==> config.mk <==
export PLATFORM = sky130hd
export DESIGN_NAME = bldc_demand_mode_controller
export DESIGN_NICKNAME = d
export VERILOG_FILES = /design/src/common/demand_mode_pkg.sv /design/src/speed_reference.sv /design/src/speed_error_gain.sv /design/src/bldc_demand_mode_controller.sv
export SDC_FILE = /design/constraint.sdc
export NUM_CORES = 1
export LEC_CHECK = 0
export BUFFER_PORTS_ARGS = -buffer_cell sky130_fd_sc_hd__buf_2
export CORE_ASPECT_RATIO = 0.5
export CORE_MARGIN = 2
export CORE_UTILIZATION = 39
export DETAILED_ROUTE_END_ITERATION = 16
export PLACE_DENSITY_LB_ADDON = 0.12
export SETUP_SLACK_MARGIN = 0.5
export SLEW_MARGIN = 40
export SYNTH_ARGS = -nofsm -noshare
export SYNTH_HDL_FRONTEND = slang
export SYNTH_SLANG_ARGS = --single-unit
export TNS_END_PERCENT = 1
==> constraint.sdc <==
create_clock -name CLK -period 37.4 [get_ports CLK]
set_input_delay 5.61 -clock CLK [delete_from_list [all_inputs] [get_ports CLK]]
set_output_delay 5.61 -clock CLK [all_outputs]
set_load 0.02 [all_outputs]
==> src/common/demand_mode_pkg.sv <==
// shared constants and types of the demand-to-drive mode controller
package demand_mode_pkg;
  localparam int DEMAND_W = 10;
  localparam int DUTY_W = 10;
  localparam int SPEED_W = 16;
  localparam int THR_W = 10;
  localparam int CUR_MSB_W = 5;
  localparam int SR_W = 3;
  localparam int GAIN_W = 4;
  localparam int LIMIT_W = 5;
  localparam int DF_W = 2;
  localparam int ACC_W = 20;
  localparam logic [DEMAND_W-1:0] DEMAND_ZERO = 10'h000;
  localparam logic [DUTY_W-1:0] DUTY_MAX = 10'h3ff;
  localparam logic [SR_W-1:0] SR_CODE_MAX = 3'h5;
  localparam logic [ACC_W-1:0] ACC_RESET = 20'h00000;
  localparam int DUTY_FRAC = 10;
  typedef enum logic [2:0] {
    MODE_OPEN = 3'h1,
    MODE_CURRENT = 3'h2,
    MODE_SPEED = 3'h4
  } ctrl_mode_t;
  typedef enum logic [3:0] {
    ST_IDLE = 4'h1,
    ST_START = 4'h2,
    ST_RUN = 4'h4,
    ST_LOST = 4'h8
  } drive_state_t;
endpackage

==> src/speed_reference.sv <==
// reference speed in 0.1 Hz electrical units from demand and resolution code
module speed_reference (
  input wire logic [demand_mode_pkg::DEMAND_W-1:0] demand,
  input wire logic [demand_mode_pkg::SR_W-1:0] res_sel,
  output logic [demand_mode_pkg::SPEED_W-1:0] ref_speed
);
  logic [demand_mode_pkg::SR_W-1:0] code;
  // codes above five saturate at the coarsest resolution
  always_comb begin
    code = (res_sel > demand_mode_pkg::SR_CODE_MAX) ? demand_mode_pkg::SR_CODE_MAX : res_sel;
    ref_speed = demand_mode_pkg::SPEED_W'({6'h00, demand} << code);
  end
endmodule

==> src/speed_error_gain.sv <==
// clamped speed error times gain gives the duty step
module speed_error_gain (
  input wire logic [demand_mode_pkg::SPEED_W-1:0] ref_speed,
  input wire logic [demand_mode_pkg::SPEED_W-1:0] motor_speed,
  input wire logic [demand_mode_pkg::GAIN_W-1:0] gain,
  input wire logic [demand_mode_pkg::LIMIT_W-1:0] err_limit,
  input wire logic [demand_mode_pkg::DF_W-1:0] decel_div,
  output logic signed [demand_mode_pkg::ACC_W:0] step
);
  logic signed [demand_mode_pkg::SPEED_W:0] err;
  logic signed [demand_mode_pkg::SPEED_W:0] acc_lim;
  logic signed [demand_mode_pkg::SPEED_W:0] dec_lim;
  logic [demand_mode_pkg::DF_W:0] div;
  always_comb begin
    err = $signed({1'b0, ref_speed}) - $signed({1'b0, motor_speed});
    acc_lim = $signed({12'h000, err_limit});
    div = (decel_div == 2'h0) ? 3'h1 : {1'b0, decel_div};
    dec_lim = acc_lim / $signed({14'h0000, div});
    if (err > acc_lim) begin
      err = acc_lim;
    end else if (err < -dec_lim) begin
      err = -dec_lim;
    end
    step = (demand_mode_pkg::ACC_W+1)'(err * $signed({1'b0, gain}));
  end
endmodule

==> src/bldc_demand_mode_controller.sv <==
// demand-to-drive mode controller: duty, current threshold, speed loop, sync loss
module bldc_demand_mode_controller (
  input wire logic CLK,
  input wire logic RESET_N,
  input wire logic [2:0] CTRL_MODE,
  input wire logic RUN_ENABLE,
  input wire logic RESTART_ON_SYNC_LOSS_ENABLE,
  input wire logic CURRENT_LIMIT_ENABLE,
  input wire logic [demand_mode_pkg::DEMAND_W-1:0] DEMAND_INPUT,
  input wire logic [demand_mode_pkg::THR_W-1:0] CURRENT_THRESHOLD_MAX,
  input wire logic [demand_mode_pkg::SR_W-1:0] SPEED_RESOLUTION_SELECT,
  input wire logic [demand_mode_pkg::SPEED_W-1:0] START_RAMP_END_SPEED,
  input wire logic [demand_mode_pkg::SPEED_W-1:0] UNDERSPEED_FREQUENCY,
  input wire logic [demand_mode_pkg::GAIN_W-1:0] SPEED_GAIN,
  input wire logic [demand_mode_pkg::LIMIT_W-1:0] SPEED_ERROR_LIMIT,
  input wire logic [demand_mode_pkg::DF_W-1:0] DECEL_FACTOR,
  input wire logic [demand_mode_pkg::SPEED_W-1:0] MOTOR_SPEED,
  input wire logic MOTOR_SYNCED,
  input wire logic PWM_PERIOD_START,
  input wire logic STATUS_READ_CLEAR,
  output logic [demand_mode_pkg::DUTY_W-1:0] PEAK_DUTY,
  output logic [demand_mode_pkg::THR_W-1:0] CURRENT_THRESHOLD,
  output logic CURRENT_LIMIT_ACTIVE,
  output logic BRIDGE_ENABLE,
  output logic START_SEQ_RESET,
  output logic START_SEQ_GO,
  output logic DESYNC_FLAG,
  output logic [demand_mode_pkg::SPEED_W-1:0] REFERENCE_SPEED
);
  demand_mode_pkg::drive_state_t state_reg, state_next;
  logic [demand_mode_pkg::DEMAND_W-1:0] demand_reg, demand_next;
  logic [2:0] mode_reg, mode_next;
  logic [demand_mode_pkg::ACC_W-1:0] acc_reg, acc_next;
  logic [demand_mode_pkg::DUTY_W-1:0] duty_reg, duty_next;
  logic [demand_mode_pkg::THR_W-1:0] thr_reg, thr_next;
  logic bridge_reg, bridge_next;
  logic seq_rst_reg, seq_rst_next;
  logic go_reg, go_next;
  logic desync_reg, desync_next;
  logic [demand_mode_pkg::SPEED_W-1:0] ref_speed;
  logic signed [demand_mode_pkg::ACC_W:0] step;
  logic signed [demand_mode_pkg::ACC_W+1:0] acc_sum;
  logic demand_zero, underspeed, is_speed, above_ramp, may_start;

  speed_reference u_ref (
    .demand(demand_reg),
    .res_sel(SPEED_RESOLUTION_SELECT),
    .ref_speed(ref_speed)
  );

  speed_error_gain u_gain (
    .ref_speed(ref_speed),
    .motor_speed(MOTOR_SPEED),
    .gain(SPEED_GAIN),
    .err_limit(SPEED_ERROR_LIMIT),
    .decel_div(DECEL_FACTOR),
    .step(step)
  );

  always_comb begin
    demand_zero = (demand_reg == demand_mode_pkg::DEMAND_ZERO);
    is_speed = (mode_reg == demand_mode_pkg::MODE_SPEED);
    above_ramp = (ref_speed > START_RAMP_END_SPEED);
    // speed mode waits for the reference to pass the ramp end speed
    may_start = !demand_zero && (!is_speed || above_ramp);
    underspeed = MOTOR_SYNCED && (MOTOR_SPEED < UNDERSPEED_FREQUENCY);
    acc_sum = $signed({2'b00, acc_reg}) + step;
  end

  always_comb begin
    state_next = state_reg;
    demand_next = demand_reg;
    mode_next = mode_reg;
    acc_next = acc_reg;
    duty_next = duty_reg;
    thr_next = thr_reg;
    bridge_next = bridge_reg;
    seq_rst_next = 1'b0;
    go_next = 1'b0;
    // a status read clears the flag; a loss set later in this process wins
    desync_next = desync_reg && !STATUS_READ_CLEAR;
    if (PWM_PERIOD_START) begin
      demand_next = DEMAND_INPUT;
      mode_next = CTRL_MODE;
    end
    case (state_reg)
      demand_mode_pkg::ST_IDLE: begin
        bridge_next = 1'b0;
        if (RUN_ENABLE && may_start) begin
          state_next = demand_mode_pkg::ST_START;
          go_next = 1'b1;
          bridge_next = 1'b1;
        end
      end
      demand_mode_pkg::ST_START, demand_mode_pkg::ST_RUN: begin
        bridge_next = 1'b1;
        if (MOTOR_SYNCED) begin
          state_next = demand_mode_pkg::ST_RUN;
        end
        if (demand_zero || (is_speed && !above_ramp && !MOTOR_SYNCED)) begin
          state_next = demand_mode_pkg::ST_IDLE;
          bridge_next = 1'b0;
        end else if (underspeed) begin
          desync_next = 1'b1;
          seq_rst_next = 1'b1;
          if (RESTART_ON_SYNC_LOSS_ENABLE && may_start) begin
            state_next = demand_mode_pkg::ST_START;
            go_next = 1'b1;
          end else begin
            state_next = demand_mode_pkg::ST_LOST;
            bridge_next = !is_speed;
          end
        end
      end
      demand_mode_pkg::ST_LOST: begin
        bridge_next = !is_speed;
        // serial status read releases the hold only outside speed mode
        if (demand_zero || (STATUS_READ_CLEAR && !is_speed)) begin
          state_next = demand_mode_pkg::ST_IDLE;
          bridge_next = 1'b0;
        end else if (RESTART_ON_SYNC_LOSS_ENABLE && may_start) begin
          state_next = demand_mode_pkg::ST_START;
          seq_rst_next = 1'b1;
          go_next = 1'b1;
          bridge_next = 1'b1;
        end
      end
      default: begin
        state_next = demand_mode_pkg::ST_IDLE;
        bridge_next = 1'b0;
      end
    endcase
    if (PWM_PERIOD_START) begin
      case (mode_reg)
        demand_mode_pkg::MODE_OPEN: begin
          duty_next = demand_reg;
          thr_next = CURRENT_THRESHOLD_MAX;
        end
        demand_mode_pkg::MODE_CURRENT: begin
          duty_next = demand_mode_pkg::DUTY_MAX;
          thr_next = demand_mode_pkg::THR_W'(({5'h00, demand_reg[9:5]} *
                     {5'h00, CURRENT_THRESHOLD_MAX}) >> demand_mode_pkg::CUR_MSB_W);
        end
        demand_mode_pkg::MODE_SPEED: begin
          thr_next = CURRENT_THRESHOLD_MAX;
          if (state_reg == demand_mode_pkg::ST_RUN) begin
            if (acc_sum < 0) begin
              acc_next = demand_mode_pkg::ACC_RESET;
            end else if (acc_sum > $signed({2'b00, demand_mode_pkg::DUTY_MAX, 10'h000})) begin
              acc_next = {demand_mode_pkg::DUTY_MAX, 10'h000};
            end else begin
              acc_next = acc_sum[demand_mode_pkg::ACC_W-1:0];
            end
          end else if (state_reg != demand_mode_pkg::ST_START) begin
            acc_next = demand_mode_pkg::ACC_RESET;
          end
          duty_next = acc_next[demand_mode_pkg::ACC_W-1 -: demand_mode_pkg::DUTY_W];
        end
        default: begin
          duty_next = duty_reg;
        end
      endcase
    end
    if (!RUN_ENABLE) begin
      state_next = demand_mode_pkg::ST_IDLE;
      bridge_next = 1'b0;
      go_next = 1'b0;
      acc_next = demand_mode_pkg::ACC_RESET;
    end
  end

  always_ff @(posedge CLK) begin
    if (!RESET_N) begin
      state_reg <= demand_mode_pkg::ST_IDLE;
      demand_reg <= demand_mode_pkg::DEMAND_ZERO;
      mode_reg <= demand_mode_pkg::MODE_OPEN;
      acc_reg <= demand_mode_pkg::ACC_RESET;
      duty_reg <= '0;
      thr_reg <= '0;
      bridge_reg <= 1'b0;
      seq_rst_reg <= 1'b0;
      go_reg <= 1'b0;
      desync_reg <= 1'b0;
    end else begin
      state_reg <= state_next;
      demand_reg <= demand_next;
      mode_reg <= mode_next;
      acc_reg <= acc_next;
      duty_reg <= duty_next;
      thr_reg <= thr_next;
      bridge_reg <= bridge_next;
      seq_rst_reg <= seq_rst_next;
      go_reg <= go_next;
      desync_reg <= desync_next;
    end
  end

  always_comb begin
    PEAK_DUTY = duty_reg;
    CURRENT_THRESHOLD = thr_reg;
    CURRENT_LIMIT_ACTIVE = CURRENT_LIMIT_ENABLE && bridge_reg;
    BRIDGE_ENABLE = bridge_reg && RUN_ENABLE;
    START_SEQ_RESET = seq_rst_reg;
    START_SEQ_GO = go_reg;
    DESYNC_FLAG = desync_reg;
    REFERENCE_SPEED = ref_speed;
  end
endmodule

# Word level (Yosys, flattened, before mapping)
# Cells that the tools add are included.
dict set report totals {
  register_bits 61
  output_inout_bits 41
  word_cells 102
}
dict set report classes {
  add_sub_neg 3
  mul 2
  div 1
  order_cmp 7
  n_eq_ne 11
  shift 1
  muxes 35
  n_reduce_logical 31
}
# op count
set ops {}
lappend ops {{$mux W20} 4}
lappend ops {{$mux W17} 2}
lappend ops {{$pmux W10 S3} 1}
lappend ops {{$mux W4} 7}
lappend ops {{$add A21 B21 Y22} 1}
lappend ops {{$gt A22 B21 Y1 const B} 1}
lappend ops {{$lt A22 B1 Y1 const B} 1}
lappend ops {{$mul A17 B5 Y21} 1}
lappend ops {{$pmux W10 S2} 1}
lappend ops {{$div A6 B4 Y17} 1}
lappend ops {{$gt A17 B6 Y1} 1}
lappend ops {{$lt A17 B17 Y1} 1}
lappend ops {{$neg A17 Y17} 1}
lappend ops {{$sub A16 B16 Y17} 1}
lappend ops {{$gt A16 B16 Y1} 1}
lappend ops {{$lt A16 B16 Y1} 1}
lappend ops {{$shl A10 B3 Y16} 1}
lappend ops {{$mul A5 B10 Y15} 1}
lappend ops {{$mux W1} 14}
lappend ops {{$pmux W4 S3} 1}
lappend ops {{$logic_and A1 B1 Y1} 10}
lappend ops {{$logic_not A10 Y1} 1}
lappend ops {{$reduce_and A2 Y1} 4}
lappend ops {{$pmux W1 S3} 2}
lappend ops {{22 further kinds} 31}

# Logic depth before layout (Yosys ltp)
# Gate-level depths: netlist of the first run.
dict set report logic_depth {
  depth_word 14
  depth_mapped 177
  ltp_nobuf 170
}

# By module
# From an unflattened synthesis of the first run, not the netlist that was laid out.
dict set report hier_totals {
  hier_cells 2185
  hier_area_um2 16075.4
}
# module n_inst cells_per_inst area_per_inst_um2
set by_module_without_submodules {}
lappend by_module_without_submodules {speed_error_gain 1 1340 9419.0}
lappend by_module_without_submodules {bldc_demand_mode_controller 1 787 6211.0}
lappend by_module_without_submodules {speed_reference 1 58 445.4}

# Worst setup path before layout of the first run
# OpenSTA, ideal clock, no wires.
dict set report synth_path {
  path_type {input port to flip-flop}
  from {in DECEL_FACTOR[1] in the netlist's numbering}
  to {reg duty_reg (netlist bit PEAK_DUTY[8])}
  t_arrival_ps 40037
  setup_slack_ps -2754
  stages 173
  n_path_buf 9
  cell_sequence {inv_1 > nor2_1 > ha_1 > or2_2 > fa_1 > nor2b_1 > ha_1 > o21ai_1 > and2b_1 > a221oi_2 > ha_1 > o21a_1 > a211oi_1 > o21a_1 > buf_2 > a21oi_1 > ha_1 > o21a_1 > [... 137 more ...] > o21bai_1 > a21oi_1 > o21bai_1 > a21oi_1 > o21bai_1 > a21oi_1 > o21bai_1 > a21oi_1 > o21bai_1 > a21oi_1 > xnor2_1 > ha_1 > a21o_1 > a21o_1 > xnor3_1 > buf_2 > nand2b_1 > a32o_1}
}
dict set report synth_between {
  elab_chain_cells 14
  elab_cells_between_ends 15
}
# item line_no
set synth_lines {}
lappend synth_lines {{start: declaration} bldc_demand_mode_controller.sv:16} ;# input wire logic [demand_mode_pkg::DF_W-1:0] DECEL_FACTOR,
lappend synth_lines {{$logic_not A2 Y1} speed_error_gain.sv:17} ;# div = (decel_div == 2'h0) ? 3'h1 : {1'b0, decel_div};
lappend synth_lines {{$mux W2 (*)} speed_error_gain.sv:17}
lappend synth_lines {{$div A6 B4 Y17 (*)} speed_error_gain.sv:18} ;# dec_lim = acc_lim / $signed({14'h0000, div});
lappend synth_lines {{$neg A17 Y17 (*)} {speed_error_gain.sv:21, speed_error_gain.sv:22}}
lappend synth_lines {{$lt A17 B17 Y1} speed_error_gain.sv:21} ;# end else if (err < -dec_lim) begin
lappend synth_lines {{$mux W17 (*)} speed_error_gain.sv:21}
lappend synth_lines {{$mux W17 (*)} speed_error_gain.sv:19} ;# if (err > acc_lim) begin
lappend synth_lines {{$mul A17 B5 Y21 (*)} speed_error_gain.sv:24} ;# step = (demand_mode_pkg::ACC_W+1)'(err * $signed({1'b0, gain}));
lappend synth_lines {{$add A21 B21 Y22 (*)} bldc_demand_mode_controller.sv:67} ;# acc_sum = $signed({2'b00, acc_reg}) + step;
lappend synth_lines {{$gt A22 B21 Y1} bldc_demand_mode_controller.sv:149} ;# end else if (acc_sum > $signed({2'b00, demand_mode_pkg::DUTY_MAX, 10'h000})) begin
lappend synth_lines {{$mux W20} bldc_demand_mode_controller.sv:149}
lappend synth_lines {{$mux W20 (*)} bldc_demand_mode_controller.sv:147} ;# if (acc_sum < 0) begin
lappend synth_lines {{$mux W20 (*)} bldc_demand_mode_controller.sv:146} ;# if (state_reg == demand_mode_pkg::ST_RUN) begin
lappend synth_lines {{$pmux W10 S3 (*)} bldc_demand_mode_controller.sv:134} ;# case (mode_reg)
lappend synth_lines {{end signal: assignment} bldc_demand_mode_controller.sv:189} ;# duty_reg <= duty_next;
lappend synth_lines {{end: declaration} bldc_demand_mode_controller.sv:34} ;# logic [demand_mode_pkg::DUTY_W-1:0] duty_reg, duty_next;
# Every way passes the cells marked *; elsewhere a longest branch is shown, timed or not.
# A chain may end at the register's enable or synchronous reset.

# Worst setup path after layout of the first run
dict set report layout_path {
  from {in DECEL_FACTOR[1] in the netlist's numbering}
  to {reg acc_reg[9] in the netlist's numbering}
}
dict set report layout_between {
  elab_chain_cells 13
  elab_cells_between_ends 14
}
# item line_no
set layout_lines {}
lappend layout_lines {{$logic_not A2 Y1} speed_error_gain.sv:17}
lappend layout_lines {{$mux W2 (*)} speed_error_gain.sv:17}
lappend layout_lines {{$div A6 B4 Y17 (*)} speed_error_gain.sv:18}
lappend layout_lines {{$neg A17 Y17 (*)} {speed_error_gain.sv:21, speed_error_gain.sv:22}}
lappend layout_lines {{$lt A17 B17 Y1} speed_error_gain.sv:21}
lappend layout_lines {{$mux W17 (*)} speed_error_gain.sv:21}
lappend layout_lines {{$mux W17 (*)} speed_error_gain.sv:19}
lappend layout_lines {{$mul A17 B5 Y21 (*)} speed_error_gain.sv:24}
lappend layout_lines {{$add A21 B21 Y22 (*)} bldc_demand_mode_controller.sv:67}
lappend layout_lines {{$gt A22 B21 Y1} bldc_demand_mode_controller.sv:149}
lappend layout_lines {{$mux W20} bldc_demand_mode_controller.sv:149}
lappend layout_lines {{$mux W20 (*)} bldc_demand_mode_controller.sv:147}
lappend layout_lines {{$mux W20 (*)} bldc_demand_mode_controller.sv:146}
lappend layout_lines {{end signal: assignment} bldc_demand_mode_controller.sv:177} ;# acc_reg <= demand_mode_pkg::ACC_RESET;
lappend layout_lines {{end signal: assignment} bldc_demand_mode_controller.sv:188} ;# acc_reg <= acc_next;
lappend layout_lines {{end: declaration} bldc_demand_mode_controller.sv:33} ;# logic [demand_mode_pkg::ACC_W-1:0] acc_reg, acc_next;
# Marks and branches as above.

==> results of run 1 <==
-- power by group --
| part | leakage, µW | switching (µW) | total, µW | internal, µW |
|---|---|---|---|---|
| Clock | 0.000134 | 28.3 | 75.8 | 47.4 |
| Combinational | 0.00805 | 785 | 1270 | 490 |
| Sequential | 0.000497 | 4.01 | 71.9 | 67.9 |
-- routing by layer --
layer	vias up	wire (µm)	global-route usage
li1	7516	-	-
met1	6998	21700	0.303
met2	296	20800	0.385
met3	49	1540	0.0133
met4	0	639	0.0481
met5	-	0	0
-- logic make-up (layout without fill, tap and decap cells) --
kind of cell    count (synthesis)  count (layout)  share of synthesized area
buf+inv                       259             472                     0.0667
flops                          61              61                     0.0821
xor+xnor                      105             105                     0.0640
mux                            63              63                     0.0450
fa+ha+maj                     244             244                      0.235
other cells                     1              16                   0.000252
simple gates                  708             709                      0.245
compound gates                536             536                      0.261
-- area by class of cell --
type	count	area (µm²)	share of cell area
multi-input cells	1673	13700	0.753
repair buffers	256	1630	0.0894
flip-flops and latches	61	1220	0.0672
inverters	202	762	0.0419
well taps	494	618	0.0340
clock buffers	12	256	0.0141
clock inverters	2	10.0	0.000551
-- worst reg2reg max path: cells and delay by family, from the launching register on --
family,cells,cell delay (ns)
AOI/OAI and AO/OA,33,5.62
xor gates and xnor gates,2,0.30
adders and majority gates,7,2.44
buffers and inverters,3,0.28
DFF,1,0.54
muxes,3,0.57
and+or+nand+nor,11,1.92
-- through the flow --
stage | cell area (µm²) | cells | setup WS (ns) | hold WS (ns) | TNS (ns)
after floorplan | 15500 | 1992 | -0.107 | 0.454 | -1.02
after detailed placement | 17000 | 2627 | -0.774 | 0.478 | -20.47
final | 18200 | 2700 | 2.12 | 0.487 | 0
after global placement | 17000 | 2627 | -0.0332 | 0.474 | -0.307
after global routing | 18200 | 2700 | 0.394 | 0.505 | 0
after CTS | 17500 | 2655 | 0.520 | 0.487 | 0
-- worst max path at each step --
stage	startpoint	endpoint	slack, ns	cells past startpoint
floorplan	DECEL_FACTOR[1]	acc_reg[1]	-0.11	171
global placement	DECEL_FACTOR[1]	acc_reg[2]	-0.03	163
detailed placement	DECEL_FACTOR[1]	acc_reg[4]	-0.77	163
finish	DECEL_FACTOR[1]	acc_reg[9]	2.12	165
CTS	DECEL_FACTOR[1]	acc_reg[1]	0.52	170
global route	DECEL_FACTOR[1]	acc_reg[1]	0.39	167
-- placed cells by master, fill, tap and decap left out, types with 12 or more instances in the layout --
| cell type | count |
|---|---|
| or2_2 | 20 |
| nand2_1 | 174 |
| nor2_2 | 13 |
| inv_1 | 197 |
| mux2i_1 | 47 |
| ha_4 | 15 |
| nand2b_1 | 20 |
| buf_4 | 121 |
| a21oi_2 | 30 |
| xnor2_1 | 64 |
| o31ai_1 | 13 |
| o21ai_0 | 59 |
| fa_1 | 59 |
| nor3_1 | 34 |
| a31oi_1 | 12 |
| nand3_1 | 42 |
| a21oi_1 | 107 |
| nor2b_1 | 34 |
| conb_1 | 16 |
| o211a_1 | 13 |
| and2_1 | 56 |
| xor2_1 | 39 |
| ha_1 | 168 |
| nand4_1 | 21 |
| buf_2 | 132 |
| a21o_1 | 26 |
| o21a_1 | 24 |
| dfxtp_1 | 61 |
| o21bai_1 | 43 |
| o211ai_1 | 22 |
| a22o_1 | 22 |
| nor2_1 | 145 |
| a211oi_1 | 18 |
| and3_1 | 32 |
-- repair_timing --
| action | CTS | global route |
|---|---|---|
| setup buffers | 13 | 44 |
| pin swaps | 17 | 112 |
| resized for setup | 21 | 57 |
| cloned | 1 | 1 |
| endpoints found under the setup margin | 30 | 30 |
==> key figures, run 1 <==
STA
  – Fin crit share: 0.943
  – Least-Margin Pin Slew: 0.833 ns
  – RSZ-0062 raised after global routing: false
  – Tmin final: 35.28 ns
  – Clock Skew: 0.00431 ns
  – Final Max Tran Viols: 0
  – Fin. Hold Viols: 0
  – Fmax: 0.0283 GHz
  – Headroom to the max-slew limit: 0.439
  – Final setup viols: 0

Route
  – WL/cell: 16.5 µm
  – Detailed router's first-iteration violation count: 805
  – Number of iterations in the first detailed-routing pass: 5
  – Via density: 5.50
  – Routed Antenna Nets: 0
  – DRC: 0
  – DRT Wirelength: 44700 µm
  – Via count: 14900

Floorplan
  – Initial Utilization: 0.397
  – Core footprint: 37500 µm²
  – I/O Pins: 134
  – FP Rows: 50
  – Die X: 280 µm
  – Die Y: 142 µm
  – DIE AREA: 39800 µm²

Critical path
  – CP max stage delay: 0.58 ns
  – CP Data Required Time: 37.62 ns
  – Worst-path fanout max: 7
  – Reg2reg setup slack: 25.63 ns
  – CP Launch Type: primary input
  – Worst setup path class: in -> reg
  – Most common cell on crit path: o21a_1
  – RR Endpoint: acc_reg[9]
  – CP Buf/Inv Count: 7
  – FF-to-FF Start: demand_reg[1]
  – Critical path arrival: 35.50 ns
  – Slowest CP cell: or4b_4
  – CP top delay family: simple AND/OR/NAND/NOR gates
  – Worst r2r path cells: 59
  – CP Capture Type: register

Clocking
  – Cts hold-fix bufs: 0
  – Total CTS buffers: 9
  – CTS tree: yes
  – Clock buffer depth: 2
  – Clk slew on worst S/H paths: 0.05 ns
  – H-tree depth: 3
  – Root Driver: clkbuf_16
  – # clock sinks: 61
  – Skew-Pair Late Insertion Delay: 0.33 ns

Cells and area
  – N_diodes: 0
  – Layout cell share with drive strength beyond 1: 0.223
  – Final cell utilization of the core: 0.485
  – Layout net count: 2539
  – Area delta synth->final: 22.2%
  – Max reg flops: 20
  – Fillers: 3783

Global routing
  – Total GRT Usage: 0.221
  – Vias in the first global route: 14400
  – Initial antenna violation count: 0
  – Pin count of the biggest net entering global routing: 39
  – Grt total ovfl: 0
  – Global-route wire length before repair: 73200 µm

Power
  – Pwr/cell area: 78.2 nW/µm²
  – Leak: 0.00868 µW
  – Power Total: 1420 µW
  – Peak VDD IR: 42.9 µV

Yosys
  – Most common cell in the synthesized netlist: inv_1
  – Mapped Avg Cell Area: 7.52 µm²
  – Yosys warns: 0
  – Sequential area share after synthesis: 0.0821
  – Area share of the largest cell type after synthesis: 0.154
  – Area contributors post-synth: ha_1 15%, dfxtp_1 8.2%, fa_1 8.1%
  – Post-Synthesis Cells: 1977
  – Post-synth top flop: dfxtp_1
  – Number of distinct library cells after synthesis: 118
  – Cell Area, Synth: 14900 µm²
  – Post-synth EDFFs: 0
  – Commonest cells post-synth: 202 x inv_1, 183 x ha_1, 179 x nand2_1, 165 x nor2_1, 136 x a21oi_1
  – Synthesized flop and latch total: 61
  – Cell taking the most area after synthesis: ha_1
  – Post-synth ARST share: 0

Job
  – Maxcap violations: 0

Placed design
  – Detailed Place HPWL: 36700 µm
  – GP Congestion: 0.894
  – Number of port buffers: 132

Hold path
  – Worst hold path depth: 2
  – Hold Path Class: reg -> reg
  – Hold endpoint: DESYNC_FLAG
  – Worst hold start: DESYNC_FLAG

Outcome
  – Status: finished, final reports clean
No activity file was read; power rests on OpenSTA's default activity.
==> run 2: changes to the inputs <==
CORE_MARGIN = unset   (was 2)
RECOVER_POWER = 100   (was unset)
==> run 2 against run 1 <==
  * The run now ends with max-capacitance violations, max-slew violations left
  * Flip-flop and latch count stayed put
  * Critical path type unchanged
  * Combinational power hardly changed
  * Core utilization hardly changed
==> key figures, run 2 (synthesis gave the netlist of run 1 again) <==
Outcome
  – Status: finished, violations left (was finished, final reports clean)
  – Failing checks: max-capacitance violations, max-slew violations

Floorplan
  – Initial Utilization: 0.397 (unchanged)
  – Die X: 278 µm (was 280 µm)
  – I/O Pins: 134 (unchanged)
  – DIE AREA: 39000 µm² (was 39800 µm²)
  – Core footprint: 37500 µm² (unchanged)
  – Die Y: 140 µm (was 142 µm)
  – FP Rows: 50 (unchanged)

STA
  – Least-Margin Pin Slew: 1.62 ns (was 0.833 ns)
  – Fin crit share: 0.946 (was 0.943)
  – Headroom to the max-slew limit: -0.0791 (was 0.439)
  – Tmin final: 35.37 ns (was 35.28 ns)
  – Hold WS: 0.491 ns (was 0.487 ns)
  – Fmax: 0.0283 GHz (about the same)
  – Clock Skew: 0.00272 ns (was 0.00431 ns)
  – Final Max Tran Viols: 39 (was 0)
  – RSZ-0062 raised after global routing: false (unchanged)
  – Final setup viols: 0 (unchanged)
  – Fin. Hold Viols: 0 (unchanged)

Global routing
  – Vias in the first global route: 14200 (was 14400)
  – Grt total ovfl: 0 (unchanged)
  – Global-route wire length before repair: 72500 µm (was 73200 µm)
  – Pin count of the biggest net entering global routing: 39 (unchanged)
  – Initial antenna violation count: 0 (unchanged)
  – Total GRT Usage: 0.223 (was 0.221)

Critical path
  – Worst r2r path cells: 59 (unchanged)
  – RR Endpoint: acc_reg[5] (was acc_reg[9])
  – CP top delay family: compound AO/OA/AOI/OAI gates (was simple AND/OR/NAND/NOR gates)
  – CP Buf/Inv Count: 8 (was 7)
  – Slowest CP cell: or4b_4 (unchanged)
  – FF-to-FF Start: demand_reg[2] (was demand_reg[1])
  – CP max stage delay: 0.56 ns (was 0.58 ns)
  – Reg2reg setup slack: 25.48 ns (was 25.63 ns)
  – Worst setup path class: in -> reg (unchanged)
  – Most common cell on crit path: o21a_1 (unchanged)
  – CP Launch Type: primary input (unchanged)
  – Critical path arrival: 35.64 ns (was 35.50 ns)
  – Critical path launch point: DECEL_FACTOR[1] (unchanged)
  – Worst-path fanout max: 7 (unchanged)
  – CP Capture Type: register (unchanged)
  – CP Data Required Time: 37.67 ns (was 37.62 ns)

Placed design
  – Number of port buffers: 132 (unchanged)
  – GP Congestion: 0.884 (was 0.894)
  – Detailed Place HPWL: 36400 µm (was 36700 µm)
  – Inst Count DP: 2630 (was 2627)

Clocking
  – Skew-Pair Late Insertion Delay: 0.33 ns (about the same)
  – Root Driver: clkbuf_16 (unchanged)
  – Clock buffer depth: 2 (unchanged)
  – CTS tree: yes (unchanged)
  – # clock sinks: 61 (unchanged)
  – Clk slew on worst S/H paths: 0.05 ns (about the same)
  – H-tree depth: 3 (unchanged)
  – Total CTS buffers: 9 (unchanged)

Hold path
  – Hold endpoint: acc_reg[0] (was DESYNC_FLAG)
  – Hold Path Class: reg -> reg (unchanged)
  – Worst hold start: acc_reg[0] (was DESYNC_FLAG)
  – Worst hold path depth: 1 (was 2)

Cells and area
  – Layout net count: 2546 (was 2539)
  – Commonest non-fill, non-tap cell in the layout: inv_1 (unchanged)
  – Fin cells: 2709 (was 2700)
  – N_diodes: 0 (unchanged)
  – Layout cell share with drive strength beyond 1: 0.205 (was 0.223)
  – Most frequent cells in the layout: 196 x inv_1, 173 x nand2_1, 169 x ha_1, 143 x nor2_1, 126 x buf_4 (was 197 x inv_1, 174 x nand2_1, 168 x ha_1, 145 x nor2_1, 132 x buf_2)
  – Area delta synth->final: 22.3% (was 22.2%)
  – Final cell utilization of the core: 0.485 (about the same)
  – Max reg flops: 20 (unchanged)

Route
  – Detailed router's first-iteration violation count: 832 (was 805)
  – WL/cell: 16.4 µm (was 16.5 µm)
  – Number of iterations in the first detailed-routing pass: 5 (unchanged)
  – Via density: 5.49 (was 5.50)
  – Via count: 14900 (about the same)
  – DRT Wirelength: 44500 µm (was 44700 µm)
  – DRC: 0 (unchanged)
  – Routed Antenna Nets: 0 (unchanged)

Job
  – Maxcap violations: 1 (was 0)

Power
  – Peak VDD IR: 56.7 µV (was 42.9 µV)
  – Leak: 0.00855 µW (was 0.00868 µW)
  – Power Total: 1440 µW (was 1420 µW)
  – Pwr/cell area: 79.0 nW/µm² (was 78.2 nW/µm²)
-- run 2: stage by stage --
stage | instance area, µm² | setup WS (ns) | setup TNS [ns]
after floorplan | 15500 | -0.107 | -1.02
after global placement | 17000 | 0.0267 | 0
after detailed placement | 17000 | -0.724 | -20.18
after CTS | 17500 | 0.534 | 0
after global routing | 18200 | 0.0857 | 0
final | 18200 | 2.03 | 0
-- run 2: worst register-to-register path, delay by kind of cell (launching register included) --
family	cells	cell delay [ns]
buf+inv	4	0.45
fa+ha+maj	7	2.56
mux	3	0.59
flops	1	0.56
simple gates	9	1.69
xor+xnor	2	0.28
compound gates	34	5.74
-- run 2: cell type report --
type	instances	area, µm²
Fill cell	3734	19300
Multi-Input combinational cell	1674	13600
Sequential cell	61	1220
Clock buffer	10	239
Inverter	202	762
Clock inverter	6	86.3
Tap cell	494	618
Timing Repair Buffer	262	1620
-- run 2: how the worst max path moves through the flow --
| stage | slack, ns | to | cells after the start |
|---|---|---|---|
| after floorplan | -0.11 | acc_reg[1] | 171 |
| after global placement | 0.03 | PEAK_DUTY[8] | 162 |
| after detailed placement | -0.72 | PEAK_DUTY[8] | 166 |
| after CTS | 0.53 | acc_reg[1] | 168 |
| after global routing | 0.09 | acc_reg[5] | 167 |
| final | 2.03 | acc_reg[5] | 167 |
-- run 2: report_power, final --
group	total [µW]	internal (µW)	switching (µW)
Sequential	71.6	67.8	3.75
Combinational	1270	492	782
Clock	90.4	59.9	30.5
Total	1440	620	816
-- run 2: timing repair --
action	4_1_cts	5_1_grt
setup buffers	12	47
gates cloned	1	2
gates resized for setup	16	57
endpoints found under the setup margin	30	30
pin swaps	17	119
hold buffers	0	0
-- run 2: layer usage --
metal / GRT usage / part of all wire / vias up
met5: 0 / 0 / -
met4: 0.0462 / 0.013 / 0
met3: 0.0140 / 0.036 / 43
met2: 0.386 / 0.47 / 340
met1: 0.306 / 0.48 / 6962
li1: - / - / 7536
==> run 3: changes to the inputs <==
GPL_ROUTABILITY_DRIVEN = 0   (was unset)
clock period = 38.8 ns   (was 37.4 ns; I/O delays follow)
==> run 3 against run 2 <==
  * The flow finishes with violations (design-rule violations)
  * Clock power decreased by 6.1%
  * Count of clock-buffer cells in the layout increased by 3
  * Sequential power decreased by 3.9%
  * Wire length increased by 2.4%
  * Total power decreased by 4.7%
  * Via count decreased by 0.65%
  * Critical endpoint is now PEAK_DUTY[0]
  * Largest power group unchanged
==> key figures, run 3 (synthesis gave the netlist of run 1 again) <==
STA
  – Fin. Hold Viols: 0 (unchanged)
  – Clock Skew: 0.00587 ns (was 0.00272 ns)
  – Tmin final: 36.97 ns
  – Least-Margin Pin Slew: 1.36 ns (was 1.62 ns)
  – Final WS setup: 1.83 ns (was 2.03 ns)
  – Headroom to the max-slew limit: 0.0934 (was -0.0791)
  – Final setup viols: 0 (unchanged)
  – Final Max Tran Viols: 0 (was 39)
  – Fin crit share: 0.953
  – Fmax: 0.0271 GHz
  – Hold WS: 0.480 ns (was 0.491 ns)

Critical path
  – CP Launch Type: primary input (unchanged)
  – CP Data Required Time: 39.03 ns (was 37.67 ns)
  – Slowest CP cell: xnor3_1 (was or4b_4)
  – Critical path arrival: 37.19 ns (was 35.64 ns)
  – CP max stage delay: 0.62 ns (was 0.56 ns)
  – Worst-path fanout max: 11 (was 7)
  – CP Capture Type: register (unchanged)
  – Worst setup path class: in -> reg (unchanged)
  – Most common cell on crit path: ha_1 (was o21a_1)

Clocking
  – Total CTS buffers: 9 (unchanged)
  – H-tree depth: 3 (unchanged)
  – Clk slew on worst S/H paths: 0.05 ns (about the same)
  – Clock buffer depth: 2 (unchanged)
  – Root Driver: clkbuf_16 (unchanged)
  – Skew-Pair Late Insertion Delay: 0.34 ns (was 0.33 ns)
  – Cts hold-fix bufs: 0 (unchanged)
  – CTS tree: yes (unchanged)
  – # clock sinks: 61 (unchanged)

Power
  – Comb pwr share: 0.888 (was 0.887)
  – Internal Power: 578 µW (was 620 µW)
  – Pwr/cell area: 76.9 nW/µm² (was 79.0 nW/µm²)
  – Register share of total power: 0.050 (about the same)
  – Net Switching: 790 µW (was 816 µW)
  – Power Total: 1370 µW (was 1440 µW)
  – Clock share of power: 0.062 (was 0.063)
  – Leak: 0.00837 µW (was 0.00855 µW)
  – Peak VDD IR: 43.2 µV (was 56.7 µV)
  – Sw frac: 0.578 (was 0.568)

Global routing
  – Total GRT Usage: 0.227 (was 0.223)
  – Global-route wire length before repair: 72900 µm (was 72500 µm)
  – Initial antenna violation count: 0 (unchanged)
  – Vias in the first global route: 14100 (was 14200)
  – Pin count of the biggest net entering global routing: 39 (unchanged)
  – Grt total ovfl: 0 (unchanged)

Cells and area
  – Commonest non-fill, non-tap cell in the layout: inv_1 (unchanged)
  – Area occupied by multi-input gates: 13500 µm² (was 13600 µm²)
  – Fillers: 3830 (was 3734)
  – Layout cell share with drive strength beyond 1: 0.188 (was 0.205)
  – Max reg flops: 20 (unchanged)
  – Area delta synth->final: 19.6% (was 22.3%)
  – Register area: 1220 µm² (unchanged)
  – N_diodes: 0 (unchanged)
  – Layout net count: 2520 (was 2546)
  – Most frequent cells in the layout: 200 x inv_1, 176 x ha_1, 173 x nand2_1, 143 x nor2_1, 113 x a21oi_1 (was 196 x inv_1, 173 x nand2_1, 169 x ha_1, 143 x nor2_1, 126 x buf_4)

Placed design
  – Detailed Place HPWL: 37100 µm (was 36400 µm)
  – Dpl ws: -0.922 ns (was -0.724 ns)
  – Number of port buffers: 132 (unchanged)

Route
  – Detailed router's first-iteration violation count: 858 (was 832)
  – WL/cell: 17.0 µm (was 16.4 µm)
  – Routed Antenna Nets: 0 (unchanged)
  – DRC: 1 (was 0)
  – DRT Wirelength: 45600 µm (was 44500 µm)
  – Number of iterations in the first detailed-routing pass: 11 (was 5)
  – Via density: 5.51 (was 5.49)
  – Via count: 14800 (was 14900)

Outcome
  – Failing checks: design-rule violations (was max-capacitance violations, max-slew violations)
  – Status: finished, violations left (unchanged)

Job
  – Maxcap violations: 0 (was 1)

Hold path
  – Hold Path Class: reg -> reg (unchanged)

Floorplan
  – DIE AREA: 39000 µm² (unchanged)
  – FP Rows: 50 (unchanged)
  – I/O Pins: 134 (unchanged)
  – Die Y: 140 µm (unchanged)
  – Die X: 278 µm (unchanged)
  – Initial Utilization: 0.397 (unchanged)
  – Core footprint: 37500 µm² (unchanged)
-- run 3: path summary, 6_finish.rpt --
path / startpoint / cells past startpoint / end / slack [ns]
max: DECEL_FACTOR[1] / 167 / PEAK_DUTY[0] / 1.83
min reg2reg: DESYNC_FLAG / 2 / DESYNC_FLAG / 0.48
max reg2reg: demand_reg[1] / 57 / PEAK_DUTY[0] / 26.73
min: DESYNC_FLAG / 2 / DESYNC_FLAG / 0.48
-- run 3: layer usage --
layer  vias up  GRT usage  share of wire
met2       275      0.389           0.46
li1       7491          -              -
met1      6959      0.311           0.49
met3        60     0.0140          0.026
met5         -          0              0
met4         0     0.0573          0.020
-- run 3: per-stage QoR --
step / std cells / util / cell area, µm² / TNS, ns
after floorplan: 1992 / - / 15200 / 0
after global placement: 2618 / 0.445 / 16700 / -0.119
after detailed placement: 2618 / 0.445 / 16700 / -25.93
after CTS: 2644 / 0.458 / 17200 / 0
after global routing: 2683 / 0.475 / 17800 / -0.160
final: 2683 / 0.475 / 17800 / 0
-- run 3: cell type report --
cell class                      instances  share of cell area
Clock buffer                           13              0.0152
Clock inverter                          3             0.00239
Inverter                              202              0.0428
Multi-Input combinational cell       1673               0.757
Sequential cell                        61              0.0686
Tap cell                              494              0.0347
Timing Repair Buffer                  237              0.0791
-- run 3: power groups by stage --
stage	clock network [µW]	logic [µW]	registers, µW
after global routing	89.6	1330	69.2
final	84.9	1210	68.8
after detailed placement	0	1130	70.1
after CTS	86.2	1150	68.7
after floorplan	0	858	70.6
after global placement	0	1140	70.1
-- run 3: what timing repair did --
action,4_1_cts,5_1_grt
buffers inserted,9,39
setup endpoints to repair,30,30
cloned,1,0
gates resized for setup,13,84
pin swaps,11,81
hold endpoints to repair,0,0
-- run 3: worst max-delay path, delay by kind of cell --
kind                     cells  cell delay (ns)
AO/OA/AOI/OAI               67            11.18
adder cells (fa/ha/maj)     24             7.00
AND/OR/NAND/NOR             61            10.79
XOR/XNOR                     2             0.76
multiplexers                 6             1.04
buffers and inverters        7             0.58
